`src/scc_pkg.sv`:
```
// Constants, register map and encodings of the system clock control block
// Functional notes
// - Host mode uses the system input clock.
// - Sync output carries full or halved input.
// - Three PCI clock outputs in host mode.
// - PCI clocks disabled and low after reset.
// - Each PCI clock starts on its enable bit.
// - Enabled PCI clocks stay phase aligned.
// - Agent mode leaves PCI and sync outputs idle.
// - Three internal clock domains are derived.
// - Bus ratio is sync times halving times multiplier.
// - Core ratio comes from the core field.
// - Multipliers taken from reset configuration word.
// - Engine clock set by multiplier and divider.
// - Memory clock pair is controller clock halved.
// - Local bus clock divided by 2, 4, 8.
// - Local bus source runs 1x or 2x.
// - Unit clocks default full; off, half, third.
// - System multiplier codes 2 to 6 valid, engine multiplier codes 2 to 8; others reserved.
// - Core field middle zero bypasses core loop.
`default_nettype none
package scc_pkg;

  // Register byte offsets
  localparam logic [7:0] OFS_OUT_CLOCK_CTRL  = 8'h00;
  localparam logic [7:0] OFS_UNIT_RATIO      = 8'h04;
  localparam logic [7:0] OFS_LOCAL_BUS_RATIO = 8'h08;
  localparam logic [7:0] OFS_STATUS          = 8'h0C;

  // Values after reset
  localparam logic [2:0] RST_OUT_CLOCK_CTRL  = 3'h0;
  localparam logic [7:0] RST_UNIT_RATIO      = 8'h55;
  localparam logic [1:0] RST_LOCAL_BUS_RATIO = 2'h0;

  // Fields of the reset configuration word low
  localparam int SYSTEM_PLL_MULTIPLIER_LSB  = 0;
  localparam int CORE_LSB  = 4;
  localparam int ENGM_LSB  = 11;
  localparam int ENGD_BIT  = 16;
  localparam int LOCAL_BUS_CLOCK_MODE_BIT  = 17;

  // Valid system multiplier codes
  localparam logic [3:0] SYSTEM_PLL_MULTIPLIER_MIN = 4'h2;
  localparam logic [3:0] SYSTEM_PLL_MULTIPLIER_MAX = 4'h6;
  // Valid engine multiplier codes
  localparam logic [4:0] ENGM_MIN = 5'h02;
  localparam logic [4:0] ENGM_MAX = 5'h08;

  // Cycles after reset release before straps are caught
  localparam logic [1:0] CAPTURE_CYCLE = 2'h2;

  // Local bus divide selector codes
  localparam logic [1:0] LB_DIV2 = 2'h0;
  localparam logic [1:0] LB_DIV4 = 2'h1;

  localparam int NUM_PCI   = 3;
  localparam int NUM_UNITS = 4;

  // Per-unit clock ratio codes
  typedef enum logic [1:0] {
    scc_off   = 2'b00,
    scc_full  = 2'b01,
    scc_half  = 2'b10,
    scc_third = 2'b11
  } scc_ratio_t;

endpackage : scc_pkg
`default_nettype wire

```
`src/scc_top.sv`:
```
// System clock control: clock selection, gating, dividers and registers
`default_nettype none
module scc_top (
  input  wire logic        clk,
  input  wire logic        rst,
  input  wire logic        host_mode_select,
  input  wire logic        input_clock_halve_select,
  input  wire logic [31:0] reset_config_word_low,
  input  wire logic [7:0]  reg_addr,
  input  wire logic [31:0] reg_wdata,
  input  wire logic        reg_wr,
  input  wire logic        reg_rd,
  output logic      [31:0] reg_rdata,
  output logic             sync_clk_out,
  output logic      [2:0]  pci_clk_out,
  output logic             csb_clk_phase,
  output logic             ddr_clk_phase,
  output logic             lbc_clk_phase,
  output logic             memory_clk_p,
  output logic             memory_clk_n,
  output logic             local_bus_clock_out,
  output logic      [3:0]  unit_clk_en,
  output logic      [3:0]  csb_ratio,
  output logic      [2:0]  system_pll_multiplier,
  output logic             config_error,
  output logic      [6:0]  core_pll_ratio,
  output logic             core_pll_bypass,
  output logic      [4:0]  engine_pll_multiplier,
  output logic             engine_pll_divider,
  output logic             engine_config_error
);

  // Pin synchronisers; first stages feed only the second stages
  logic       host_meta;
  logic       host_sync;
  logic       halve_meta;
  logic       halve_sync;
  // Latched straps and configuration word
  logic       cfg_loaded;
  logic [1:0] cfg_cnt;
  logic       host_mode;
  logic       halve_n;
  logic [31:0] cfg_word;
  // Software registers
  logic [2:0] output_clock_control;
  logic [7:0] unit_ratio;
  logic [1:0] local_bus_clock_ratio_reg;
  // Clock generation state
  logic [1:0] div_cnt;
  logic [3:0] lb_cnt;
  logic [1:0] third_cnt;
  logic [2:0] pci_en_act;

  always_ff @(posedge clk or posedge rst) begin
    if (rst) begin
      host_meta  <= 1'b0;
      host_sync  <= 1'b0;
      halve_meta <= 1'b0;
      halve_sync <= 1'b0;
    end else begin
      host_meta  <= host_mode_select;
      host_sync  <= host_meta;
      halve_meta <= input_clock_halve_select;
      halve_sync <= halve_meta;
    end
  end

  // Straps caught once the synchronisers have filled after release
  // A strap change after capture waits for the next reset to matter
  wire capture_now = !cfg_loaded && (cfg_cnt == scc_pkg::CAPTURE_CYCLE);

  always_ff @(posedge clk or posedge rst) begin
    if (rst) begin
      cfg_cnt    <= 2'h0;
      cfg_loaded <= 1'b0;
      host_mode  <= 1'b0;
      halve_n    <= 1'b0;
      cfg_word   <= 32'h0000_0000;
    end else begin
      cfg_cnt <= cfg_loaded ? cfg_cnt : cfg_cnt + 2'h1;
      if (capture_now) begin
        cfg_loaded <= 1'b1;
        host_mode  <= host_sync;
        halve_n    <= !halve_sync;
        cfg_word   <= reset_config_word_low;
      end
    end
  end

  // Configuration field decode
  wire [3:0] system_pll_multiplier_code  = cfg_word[scc_pkg::SYSTEM_PLL_MULTIPLIER_LSB +: 4];
  wire [6:0] core_code  = cfg_word[scc_pkg::CORE_LSB +: 7];
  wire [4:0] engm_code  = cfg_word[scc_pkg::ENGM_LSB +: 5];
  wire       engd_bit   = cfg_word[scc_pkg::ENGD_BIT];
  wire       lb_fast    = cfg_word[scc_pkg::LOCAL_BUS_CLOCK_MODE_BIT];
  wire       system_pll_multiplier_ok    = (system_pll_multiplier_code >= scc_pkg::SYSTEM_PLL_MULTIPLIER_MIN) &&
                          (system_pll_multiplier_code <= scc_pkg::SYSTEM_PLL_MULTIPLIER_MAX);
  wire [2:0] system_pll_multiplier_fac   = system_pll_multiplier_ok ? system_pll_multiplier_code[2:0] : 3'h0;
  wire [3:0] next_ratio = halve_n ? {system_pll_multiplier_fac, 1'b0} : {1'b0, system_pll_multiplier_fac};
  wire       engm_ok    = (engm_code >= scc_pkg::ENGM_MIN) &&
                          (engm_code <= scc_pkg::ENGM_MAX);
  wire       bypass     = (core_code[4:1] == 4'h0);

  // Register decode
  wire sel_occ  = (reg_addr == scc_pkg::OFS_OUT_CLOCK_CTRL);
  wire sel_unit = (reg_addr == scc_pkg::OFS_UNIT_RATIO);
  wire sel_lbr  = (reg_addr == scc_pkg::OFS_LOCAL_BUS_RATIO);
  wire sel_stat = (reg_addr == scc_pkg::OFS_STATUS);
  wire [31:0] status_word = {16'h0000, engine_config_error, config_error,
                             core_pll_bypass, lb_fast, csb_ratio,
                             system_pll_multiplier, halve_n, 2'h0,
                             cfg_loaded, host_mode};
  wire [31:0] next_rdata =
      !reg_rd  ? 32'h0000_0000 :
      sel_occ  ? {29'h0, output_clock_control} :
      sel_unit ? {24'h0, unit_ratio} :
      sel_lbr  ? {30'h0, local_bus_clock_ratio_reg} :
      sel_stat ? status_word : 32'h0000_0000;

  // Register writes; unit ratios must be set before the unit is used
  always_ff @(posedge clk or posedge rst) begin
    if (rst) begin
      output_clock_control      <= scc_pkg::RST_OUT_CLOCK_CTRL;
      unit_ratio                <= scc_pkg::RST_UNIT_RATIO;
      local_bus_clock_ratio_reg <= scc_pkg::RST_LOCAL_BUS_RATIO;
      reg_rdata                 <= 32'h0000_0000;
    end else begin
      if (reg_wr && sel_occ)
        output_clock_control <= reg_wdata[2:0];
      if (reg_wr && sel_unit)
        unit_ratio <= reg_wdata[7:0];
      if (reg_wr && sel_lbr)
        local_bus_clock_ratio_reg <= reg_wdata[1:0];
      reg_rdata <= next_rdata;
    end
  end

  // Shared divider: bit 0 is the controller rate, bit 1 the bus rate
  wire [1:0] next_div   = div_cnt + 2'h1;
  wire       next_ref   = halve_n ? next_div[1] : next_div[0];
  wire       lb_tick    = lb_fast ? 1'b1 : div_cnt[0];
  wire [3:0] next_lb    = lb_tick ? lb_cnt + 4'h1 : lb_cnt;
  wire       next_local_bus_clock_out  =
      (local_bus_clock_ratio_reg == scc_pkg::LB_DIV2) ? next_lb[1] :
      (local_bus_clock_ratio_reg == scc_pkg::LB_DIV4) ? next_lb[2] :
      next_lb[3];
  wire       next_lbc   = lb_fast ? next_div[0] : next_div[1];
  wire [1:0] next_third = (third_cnt == 2'h2) ? 2'h0 : third_cnt + 2'h1;

  // One counter drives all clock outputs except local_bus_clock_out, which runs from lb_cnt, so they stay in phase
  always_ff @(posedge clk or posedge rst) begin
    if (rst) begin
      div_cnt             <= 2'h0;
      lb_cnt              <= 4'h0;
      third_cnt           <= 2'h0;
      sync_clk_out        <= 1'b0;
      csb_clk_phase       <= 1'b0;
      ddr_clk_phase       <= 1'b0;
      lbc_clk_phase       <= 1'b0;
      memory_clk_p        <= 1'b0;
      memory_clk_n        <= 1'b1;
      local_bus_clock_out <= 1'b0;
    end else begin
      div_cnt             <= next_div;
      lb_cnt              <= next_lb;
      third_cnt           <= next_third;
      sync_clk_out        <= host_mode & next_ref;
      csb_clk_phase       <= next_div[1];
      ddr_clk_phase       <= next_div[0];
      lbc_clk_phase       <= next_lbc;
      memory_clk_p        <= next_div[1];
      memory_clk_n        <= !next_div[1];
      local_bus_clock_out <= next_local_bus_clock_out;
    end
  end

  // PCI outputs; enables follow software only while the clock is low
  genvar gi;
  generate
    for (gi = 0; gi < scc_pkg::NUM_PCI; gi++) begin : g_pci
      wire want = host_mode & output_clock_control[gi];
      always_ff @(posedge clk or posedge rst) begin
        if (rst) begin
          pci_en_act[gi]  <= 1'b0;
          pci_clk_out[gi] <= 1'b0;
        end else begin
          if (!next_ref)
            pci_en_act[gi] <= want;
          pci_clk_out[gi] <= next_ref & (next_ref ? pci_en_act[gi] : 1'b0);
        end
      end
    end
  endgenerate

  // Unit clock enables per ratio code
  generate
    for (gi = 0; gi < scc_pkg::NUM_UNITS; gi++) begin : g_unit
      wire [1:0] code = unit_ratio[2*gi +: 2];
      wire next_en =
          (code == scc_pkg::scc_full)  ? 1'b1 :
          (code == scc_pkg::scc_half)  ? next_div[0] :
          (code == scc_pkg::scc_third) ? (next_third == 2'h0) : 1'b0;
      always_ff @(posedge clk or posedge rst) begin
        if (rst)
          unit_clk_en[gi] <= 1'b1;
        else
          unit_clk_en[gi] <= next_en;
      end
    end
  endgenerate

  // Decoded multiplier outputs; out-of-range multiplier codes give zero and set an error flag
  always_ff @(posedge clk or posedge rst) begin
    if (rst) begin
      csb_ratio             <= 4'h0;
      system_pll_multiplier <= 3'h0;
      config_error          <= 1'b0;
      core_pll_ratio        <= 7'h00;
      core_pll_bypass       <= 1'b0;
      engine_pll_multiplier <= 5'h00;
      engine_pll_divider    <= 1'b0;
      engine_config_error   <= 1'b0;
    end else begin
      csb_ratio             <= next_ratio;
      system_pll_multiplier <= system_pll_multiplier_fac;
      config_error          <= cfg_loaded & !system_pll_multiplier_ok;
      core_pll_ratio        <= core_code;
      core_pll_bypass       <= cfg_loaded & bypass;
      engine_pll_multiplier <= engm_ok ? engm_code : 5'h00;
      engine_pll_divider    <= engd_bit;
      engine_config_error   <= cfg_loaded & !engm_ok;
    end
  end
endmodule // scc_top
`default_nettype wire

```
`config.mk`:
```
export PLATFORM = sky130hd
export DESIGN_NAME = scc_top
export DESIGN_NICKNAME = d
export VERILOG_FILES = /design/src/scc_pkg.sv /design/src/scc_top.sv
export SDC_FILE = /design/constraint.sdc
export NUM_CORES = 1
export LEC_CHECK = 0
export BUFFER_PORTS_ARGS = -buffer_cell sky130_fd_sc_hd__buf_2
export CAP_MARGIN = 0
export CORE_UTILIZATION = 49
export DETAILED_ROUTE_END_ITERATION = 10
export GPL_TIMING_DRIVEN = 0
export PLACE_DENSITY_LB_ADDON = 0.1
export SKIP_CTS_REPAIR_TIMING = 1
export SLEW_MARGIN = 20
export SYNTH_ARGS = -nofsm -noshare
export SYNTH_HDL_FRONTEND = slang
export SYNTH_SLANG_ARGS = --single-unit
```
`constraint.sdc`:
```
create_clock -name clk -period 7.1 [get_ports clk]
set_input_delay 1.42 -clock clk [delete_from_list [all_inputs] [get_ports clk]]
set_output_delay 1.42 -clock clk [all_outputs]
set_load 0.02 [all_outputs]
```
==> flow_summary.toml, run 1 <==
[timing]
slew_viol_final = 0
hold_viol = 0
max_freq_mhz = 383
finalSetupViolCount = 0
tightest_slew_ns = 0.587
fin_crit_sh = 0.367
fin_setup_tns_ns = 0
post-route-min-period_ns = 2.61
slew_headroom = 0.607
fin_skew_ns = 0.0138
rsz0062_at_grt = "no"

[placed_design]
hpwlAfterDp_um = 4800
port_buffers = 91
gp_congestion = 0.763
placedCellCount = 476

[floorplan]
io_pins = 147
std_cell_rows = 31
fp.dieH_um = 90.4
dieArea_um2 = 8160
initial_core_util = 0.516
die_width_um = 90.4
core_um2 = 7410

[critical_path]
reg2reg_from = "cfg_loaded$_DFFE_PP0P_"
cpPeakStageDelay_ns = 0.43
worstSetupPathType = "input pin to register"
r2r_slack_ns = 5.36
critical_path.max_fanout = 3
rr_endpoint = "cfg_word[10]$_DFFE_PP0P_"
worst_path_max_delay_cell = "nor3_1"
cp-end-kind = "register"
cp_cell_sequence = "buf_2, nor4_4, nand3_2, nor3_1, mux2_2"
cp.arrival_ns = 2.83
reg2reg_depth = 5
crit_required_ns = 7.32
start_kind = "input pin"

[logic_synthesis]
synth_common_cells = "dfrtp_1, mux2_2, buf_4, nor2_1, and2_1"
avgSynthCellArea_um2 = 14.2
synthesis.area_um2 = 3820
synthCells = 269
synth_top_family_by_area = "multiplexers"
ys_types = 36
synthXorXnorAreaFrac = 0.0183
synth_edf_count = 0
ys.flop_type = "dfrtp_1"
synth_compound_area_frac = 0.0396
seq_area_frac_synth = 0.664
yosys-top-cells-area = "dfrtp_1, mux2_2, dfstp_2"
ys_seq_elements = 101
synth_top_area_share = 0.602
synthMuxAreaShare = 0.130
synthAdderAreaFrac = 0.00654
synth-warning-count = 0
async_flop_share = 1.00
yosys.area_share.simple = 0.0890
synth.most_common_cell = "dfrtp_1"
synth_top_cell_by_area = "dfrtp_1"

[route]
first_pass_iters = 4
vias = 2311
wirelength_um = 6640
detail-route-antenna-nets = 0
drt_iter0_markers = 80
drc = 0
viasPerCell = 4.70
post_drt_wl_per_cell_um = 13.5

[global_routing]
grt.total_usage = 0.179
grt-ovfl-total = 0
grt_pass1_vias = 2287
antenna_found_initial = 0
grt_pass1_wl_um = 11300
grt_max_degree = 57

[min_path]
hold_start = "halve_meta$_DFF_PP0_"
min_path_cells = 0
hold_end = "halve_sync$_DFF_PP0_"
hold_class = "register to register"

[pwr]
clkPwrFrac = 0.319
switchingPower_mw = 0.281
p_leak_nw = 2.43
p_total_mw = 1.13
power_frac_comb = 0.117
internal_power_mw = 0.846
worst_ir_drop_vdd_v = 0.000107
pwr-share-seq = 0.564
swShare = 0.249
power_per_cell_area_nw_per_um2 = 240

[layout]
largest_reg_flops = 18
nNetsFinal = 468
drive_gt1_frac = 0.448
areaGrowthSynthToFinish_pct = 22.8
num_antenna_cells = 0
stdcell_count = 492
largest-register = "cfg_word"
reg.largest.list = "cfg_word (18), reg_rdata (16), unit_ratio (8)"
n_fill_cell = 574

[cts]
clock_latency_ns = 0.35
cts_max_level = 3
cts_tree = "built"
clockRootBuffer = "clkbuf_8"
cts_max_path_buffers = 2
clkTransAtPathRegs_ns = 0.09
cts-buffers-inserted = 9
clock-sinks = 101

[status]
outcome = "complete, no violations"

[job]
cap_violations = 0
## worst max path at each step
| stage | from | endpoint | slack, ns | cells after the start |
|---|---|---|---|---|
| after detailed placement | reg_addr[1] | unit_ratio[5]$_DFFE_PP0P_ | 4.14 | 6 |
| final | reg_addr[1] | output_clock_control[2]$_DFFE_PP0P_ | 4.49 | 5 |
| after global routing | reg_addr[1] | output_clock_control[2]$_DFFE_PP0P_ | 4.42 | 5 |
| after global placement | rst | pci_clk_out[2]$_DFF_PP0_ | 1.97 | 2 |
| after floorplan | rst | cfg_cnt[0]$_DFFE_PP0N_ | 3.05 | 1 |
| after CTS | reg_addr[1] | unit_ratio[7]$_DFFE_PP0P_ | 4.51 | 6 |
## placed cells by master (no fill, tap or decap), types with 6 or more instances in the layout
cell	n
xnor2_1	6
clkbuf_8	10
nor2b_1	6
buf_2	94
inv_1	7
and2_1	15
nor2_1	17
mux2_2	25
conb_1	17
nand2_1	7
dfrtp_1	92
buf_4	17
mux2_4	8
dfstp_2	9
## through the flow
stage / worst slack, ns / hold WS, ns / utilization / cell area [um2]
finish: 4.49 / 0.376 / 0.634 / 4700
global route: 4.42 / 0.397 / 0.634 / 4700
CTS: 4.51 / 0.379 / 0.634 / 4700
detailed placement: 4.14 / 0.347 / 0.607 / 4500
global placement: 1.97 / 0.338 / 0.603 / 4460
floorplan: 3.05 / 0.331 / - / 3880
## worst max-delay path, delay by kind of cell
kind / cells / cell delay [ns]
buf+inv: 1 / 0.11
mux: 1 / 0.40
simple gates: 3 / 0.89
## power by group through the flow
stage | logic (mW) | registers [mW] | clock network [mW]
global route | 0.145 | 0.640 | 0.394
detailed placement | 0.133 | 0.647 | 0
finish | 0.132 | 0.636 | 0.360
CTS | 0.134 | 0.636 | 0.370
floorplan | 0.0775 | 0.657 | 0
global placement | 0.128 | 0.645 | 0
## per-layer routing
| layer | vias up | part of all wire | global-route usage |
|---|---|---|---|
| met5 | - | 0 | 0 |
| met4 | 0 | 0.014 | 0.0753 |
| met2 | 72 | 0.47 | 0.279 |
| met3 | 8 | 0.041 | 0.0337 |
| met1 | 1116 | 0.47 | 0.247 |
| li1 | 1115 | - | - |
## cell type report
class	instances	area, um2	area share
clock buffers	11	141	0.0301
plain buffers	25	169	0.0360
multi-input cells	151	1150	0.244
clock inverters	5	58.8	0.0125
flip-flops and latches	101	2540	0.540
repair buffers	92	483	0.103
inverters	8	35.0	0.00746
well taps	99	124	0.0264
## logic make-up (layout without fill, tap and decap cells)
| kind of cell | after synthesis | in the layout |
|---|---|---|
| muxes | 40 | 40 |
| AOI/OAI and AO/OA | 24 | 24 |
| other | 1 | 17 |
| xor gates and xnor gates | 8 | 8 |
| buffers and inverters | 33 | 141 |
| and+or+nand+nor | 60 | 60 |
| DFF | 101 | 101 |
| adders and majority gates | 2 | 2 |
Note: power is estimated with default switching activity, not from simulation.
==> run 2, diff against run 1 <==
CORE_UTILIZATION = 48   (was 49)
clock period = 2.63 ns   (was 7.1 ns; I/O delays follow)
==> flow_summary.toml, run 2 (synthesis gave the netlist of run 1 again) <==
[status]
outcome = "complete, no violations"

[timing]
tightest_slew_ns = 0.574
hold_ws_ns = 0.104
fin_skew_ns = 0.0151
post-route-min-period_ns = 1.79
worst_slack_ns = 0.837
rsz0062_at_grt = "no"
max_freq_mhz = 558
finalSetupViolCount = 0
slew_viol_final = 0
hold_viol = 0
fin_crit_sh = 0.682
slew_headroom = 0.616
fin_setup_tns_ns = 0

[layout]
n_fill_cell = 640
areaGrowthSynthToFinish_pct = 25.4
multi_input_area_um2 = 1150
final_cell_mix = "buf_2, dfrtp_1, mux2_2"
nNetsFinal = 471
largest_reg_flops = 18
num_antenna_cells = 0
drive_gt1_frac = 0.449
seq_area_um2 = 2540
reg.largest.list = "cfg_word (18), reg_rdata (16), unit_ratio (8)"
largest-register = "cfg_word"
final_common_cell = "buf_2"

[floorplan]
dieArea_um2 = 8330
fp.dieH_um = 91.3
initial_core_util = 0.495
die_width_um = 91.3
io_pins = 147
core_um2 = 7730
std_cell_rows = 32

[cts]
cts_max_path_buffers = 2
cts-buffers-inserted = 9
clkTransAtPathRegs_ns = 0.09
clockRootBuffer = "clkbuf_8"
cts_max_level = 3
cts_tree = "built"
clock_latency_ns = 0.35
clock-sinks = 101

[critical_path]
cp.arrival_ns = 2.02
worst_path_max_delay_cell = "mux2_2"
start_kind = "register"
cp-end-kind = "register"
crit_required_ns = 2.86
rr_endpoint = "cfg_word[5]$_DFFE_PP0P_"
critical_path.max_fanout = 10
endpoint = "cfg_word[5]$_DFFE_PP0P_"
r2r_slack_ns = 0.84
reg2reg_depth = 5
startpoint = "cfg_loaded$_DFFE_PP0P_"
cpPeakStageDelay_ns = 0.37
reg2reg_from = "cfg_loaded$_DFFE_PP0P_"
cpMostUsedCell = "clkbuf_1"
worstSetupPathType = "register to register"
cp_cell_sequence = "clkbuf_1, nor2b_1, clkbuf_1, buf_2, mux2_2"

[global_routing]
antenna_found_initial = 0
grt-ovfl-total = 0
grt.total_usage = 0.177
grt_pass1_vias = 2336
grt_pass1_wl_um = 11300
grt_max_degree = 28

[pwr]
p_leak_nw = 2.47
worst_ir_drop_vdd_v = 0.000383
p_total_mw = 3.21
power_per_cell_area_nw_per_um2 = 668

[job]
cap_violations = 0

[route]
first_pass_iters = 4
drt_iter0_markers = 53
vias = 2314
wirelength_um = 6640
post_drt_wl_per_cell_um = 13.3
drc = 0
detail-route-antenna-nets = 0
viasPerCell = 4.65

[placed_design]
port_buffers = 91
hpwlAfterDp_um = 4990
place_worst_setup_slack_ns = 0.552
gp_congestion = 0.739

[min_path]
hold_class = "input pin to async pin"
[run 2: changes by cell type in the layout (fill, tap and decap cells not counted), sizes merged]
cell	change
bufinv	+2
clkinvlp	-1
inv	-2
clkinv	+1
buf	+3
[run 2: critical path, delay by kind of cell (launching register included)]
family,cells,cell delay (ns)
muxes,1,0.37
and+or+nand+nor,1,0.16
DFF,1,0.36
buffers and inverters,3,0.78
[run 2: worst min-delay path by stage]
stage                          from                           to  slack, ns  cells after the start
2_1_floorplan  halve_meta$_DFF_PP0_         halve_sync$_DFF_PP0_       0.33                      0
3_3_place_gp   halve_meta$_DFF_PP0_         halve_sync$_DFF_PP0_       0.34                      0
3_5_place_dp   halve_meta$_DFF_PP0_         halve_sync$_DFF_PP0_       0.33                      0
4_1_cts                         rst      cfg_word[9]$_DFFE_PP0P_       0.09                      2
5_1_grt                         rst  core_pll_ratio[6]$_DFF_PP0_        0.1                      2
6_report                        rst  core_pll_ratio[6]$_DFF_PP0_       0.10                      2
[run 2: cell type report]
cell class	count	area share
flip-flops and latches	101	0.529
inverters	8	0.00704
multi-input cells	151	0.239
clock buffers	11	0.0274
repair buffers	95	0.115
clock inverters	5	0.0209
plain buffers	25	0.0352
well taps	102	0.0266
[run 2: where the power goes]
group          total [mW]  internal [mW]  switching (mW)
Clock                1.12          0.631           0.492
Sequential           1.71           1.65          0.0600
Combinational       0.370          0.173           0.198
[run 2: per-layer routing]
layer	vias to the layer above	wire length (um)	GRT usage
li1	1114	-	-
met1	1131	2780	0.231
met2	64	3400	0.284
met3	5	414	0.0452
met4	0	45	0.0714
met5	-	0	0
[run 2: per-stage QoR]
step                utilization  cell area (um2)  instances
finish                    0.621             4800        498
CTS                       0.621             4800        498
global route              0.621             4800        498
detailed placement        0.591             4570        482
global placement          0.579             4470        478
floorplan                     -             3890        285
==> run 3, diff against run 2 <==
ABC_AREA = 1   (was not set)
CORE_UTILIZATION = 44   (was 48)
clock period = 1.6 ns   (was 2.63 ns; I/O delays follow)
==> flow_summary.toml, run 3 <==
[layout]
stdcell_count = 601
n_fill_cell = 776
reg.largest.list = "cfg_word (18), reg_rdata (16), unit_ratio (8)"
areaGrowthSynthToFinish_pct = 22.4
num_antenna_cells = 0
final_cell_mix = "buf_2, dfrtp_1, nand2_1"
nNetsFinal = 568
multi_input_area_um2 = 1120
drive_gt1_frac = 0.333
largest-register = "cfg_word"
largest_reg_flops = 18
seq_area_um2 = 2540

[job]
cap_violations = 0

[cts]
cts-buffers-inserted = 9
cts_max_level = 3
cts_max_path_buffers = 2
cts_tree = "built"
clkTransAtPathRegs_ns = 0.09
clock-sinks = 101
clock_latency_ns = 0.35
clockRootBuffer = "clkbuf_8"

[logic_synthesis]
synth-warning-count = 0
synthesis.area_um2 = 3960
synth_top_area_share = 0.581
seq_area_frac_synth = 0.641
synth_top_cell_by_area = "dfrtp_1"
synthCells = 367
yosys-top-cells-area = "dfrtp_1, dfstp_2, nand2_1"
synth_common_cells = "dfrtp_1, nand2_1, inv_1, nor2_1, nand3_1"
synth.most_common_cell = "dfrtp_1"
avgSynthCellArea_um2 = 10.8
ys_types = 33
synth_edf_count = 0
ys_seq_elements = 101
ys.flop_type = "dfrtp_1"
async_flop_share = 1.00

[route]
detail-route-antenna-nets = 0
vias = 2759
first_pass_iters = 4
wirelength_um = 7760
post_drt_wl_per_cell_um = 12.9
drc = 0
viasPerCell = 4.59
drt_iter0_markers = 118

[global_routing]
grt-ovfl-total = 0
grt_max_degree = 34
grt_pass1_wl_um = 13100
antenna_found_initial = 0
grt.total_usage = 0.178
grt_pass1_vias = 2762

[timing]
hold_ws_ns = -0.0232
fin_crit_sh = 0.850
max_freq_mhz = 735
fin_skew_ns = 0.00694
post-route-min-period_ns = 1.36
finalSetupViolCount = 0
slew_viol_final = 0
rsz0062_at_grt = "no"
hold_viol = 18
fin_setup_tns_ns = 0

[status]
outcome = "complete, but fails checks"
violations = "hold timing"

[critical_path]
crit_buf_inv = 2
cp_cell_sequence = "buf_4, buf_2"
start_kind = "register"
cp.arrival_ns = 1.04
worstSetupPathType = "register to output port"
cp-end-kind = "output port"
cpPeakStageDelay_ns = 0.41
worst_path_max_delay_cell = "dfrtp_1"
crit_required_ns = 1.28
critical_path.max_fanout = 4
crit_family = "flip-flops"

[floorplan]
initial_core_util = 0.454
dieArea_um2 = 9390
core_um2 = 8720
fp.dieH_um = 96.9
std_cell_rows = 34
io_pins = 147
die_width_um = 96.9

[min_path]
hold_class = "input pin to async pin"

[pwr]
p_leak_nw = 2.56
power_per_cell_area_nw_per_um2 = 1000
worst_ir_drop_vdd_v = 0.000616
p_total_mw = 4.85

[placed_design]
port_buffers = 91
placedCellCount = 585
hpwlAfterDp_um = 5900
gp_congestion = 0.792
## run 3: cell count changes after synthesis, sizes merged, moves of 15 or more
cell,change
nor2,+17
nand2,+55
inv,+33
mux2,-23
nand3,+22
o21ai,+15
## run 3: worst paths after layout
path,to,depth (start not counted),slack (ns),start
worst max-delay path,memory_clk_p,2,0.24,div_cnt[1]$_DFF_PP0_
worst min-delay path,system_pll_multiplier[2]$_DFF_PP0_,2,-0.02,rst
worst max register to register,cfg_word[9]$_DFFE_PP0P_,5,0.25,cfg_cnt[0]$_DFFE_PP0N_
worst min register to register,host_sync$_DFF_PP0_,0,0.36,host_meta$_DFF_PP0_
max in group asynchronous,local_bus_clock_ratio_reg[1]$_DFFE_PP0P_,4,0.95,rst
min in group clk,halve_meta$_DFF_PP0_,1,0.07,input_clock_halve_select
## run 3: where the power goes
| part | switching [mW] | leakage, nW | total, mW | internal [mW] |
|---|---|---|---|---|
| combinational | 0.388 | 1.23 | 0.630 | 0.242 |
| sequential | 0.0893 | 1.25 | 2.81 | 2.72 |
| clock | 0.800 | 0.0780 | 1.41 | 0.614 |
| total | 1.28 | 2.56 | 4.85 | 3.57 |
## run 3: per-stage QoR
stage	cell area, um2	setup WS (ns)	hold slack [ns]	utilization
6_report	4850	0.240	-0.0232	0.556
5_1_grt	4850	0.0617	0.00479	0.556
4_1_cts	4850	0.216	-0.0225	0.556
3_5_place_dp	4680	0.191	0.348	0.537
3_3_place_gp	4620	-0.563	0.332	0.529
2_1_floorplan	4030	0.0838	0.331	-
## run 3: worst reg2reg max path: stages, from the launching register on
cell and delay (ns):
dfrtp_1 0.38, inv_1 0.05, ha_1 0.20, nand2_2 0.11, buf_6 0.16, mux2_2 0.34
## run 3: kinds of logic after synthesis
| kind of cell | share of synthesized area |
|---|---|
| and+or+nand+nor | 0.163 |
| adders and majority gates | 0.00632 |
| other | 0.000947 |
| AOI/OAI and AO/OA | 0.0613 |
| buffers and inverters | 0.0925 |
| DFF | 0.641 |
| xor gates and xnor gates | 0.00663 |
| muxes | 0.0284 |
## run 3: final cells by class
cell class	count	share of cell area
Buffer	26	0.0439
Sequential cell	101	0.524
Multi-Input combinational cell	215	0.230
Clock inverter	1	0.00155
Clock buffer	15	0.0323
Inverter	41	0.0325
Timing Repair Buffer	94	0.108
Tap cell	108	0.0279
## run 3: metal layers
metal	wire, um	vias to the layer above	part of all wire	GRT usage
met5	0	-	0	0
met4	124	0	0.016	0.0758
met3	399	10	0.051	0.0441
met2	3850	67	0.50	0.295
met1	3390	1305	0.44	0.223
li1	-	1377	-	-
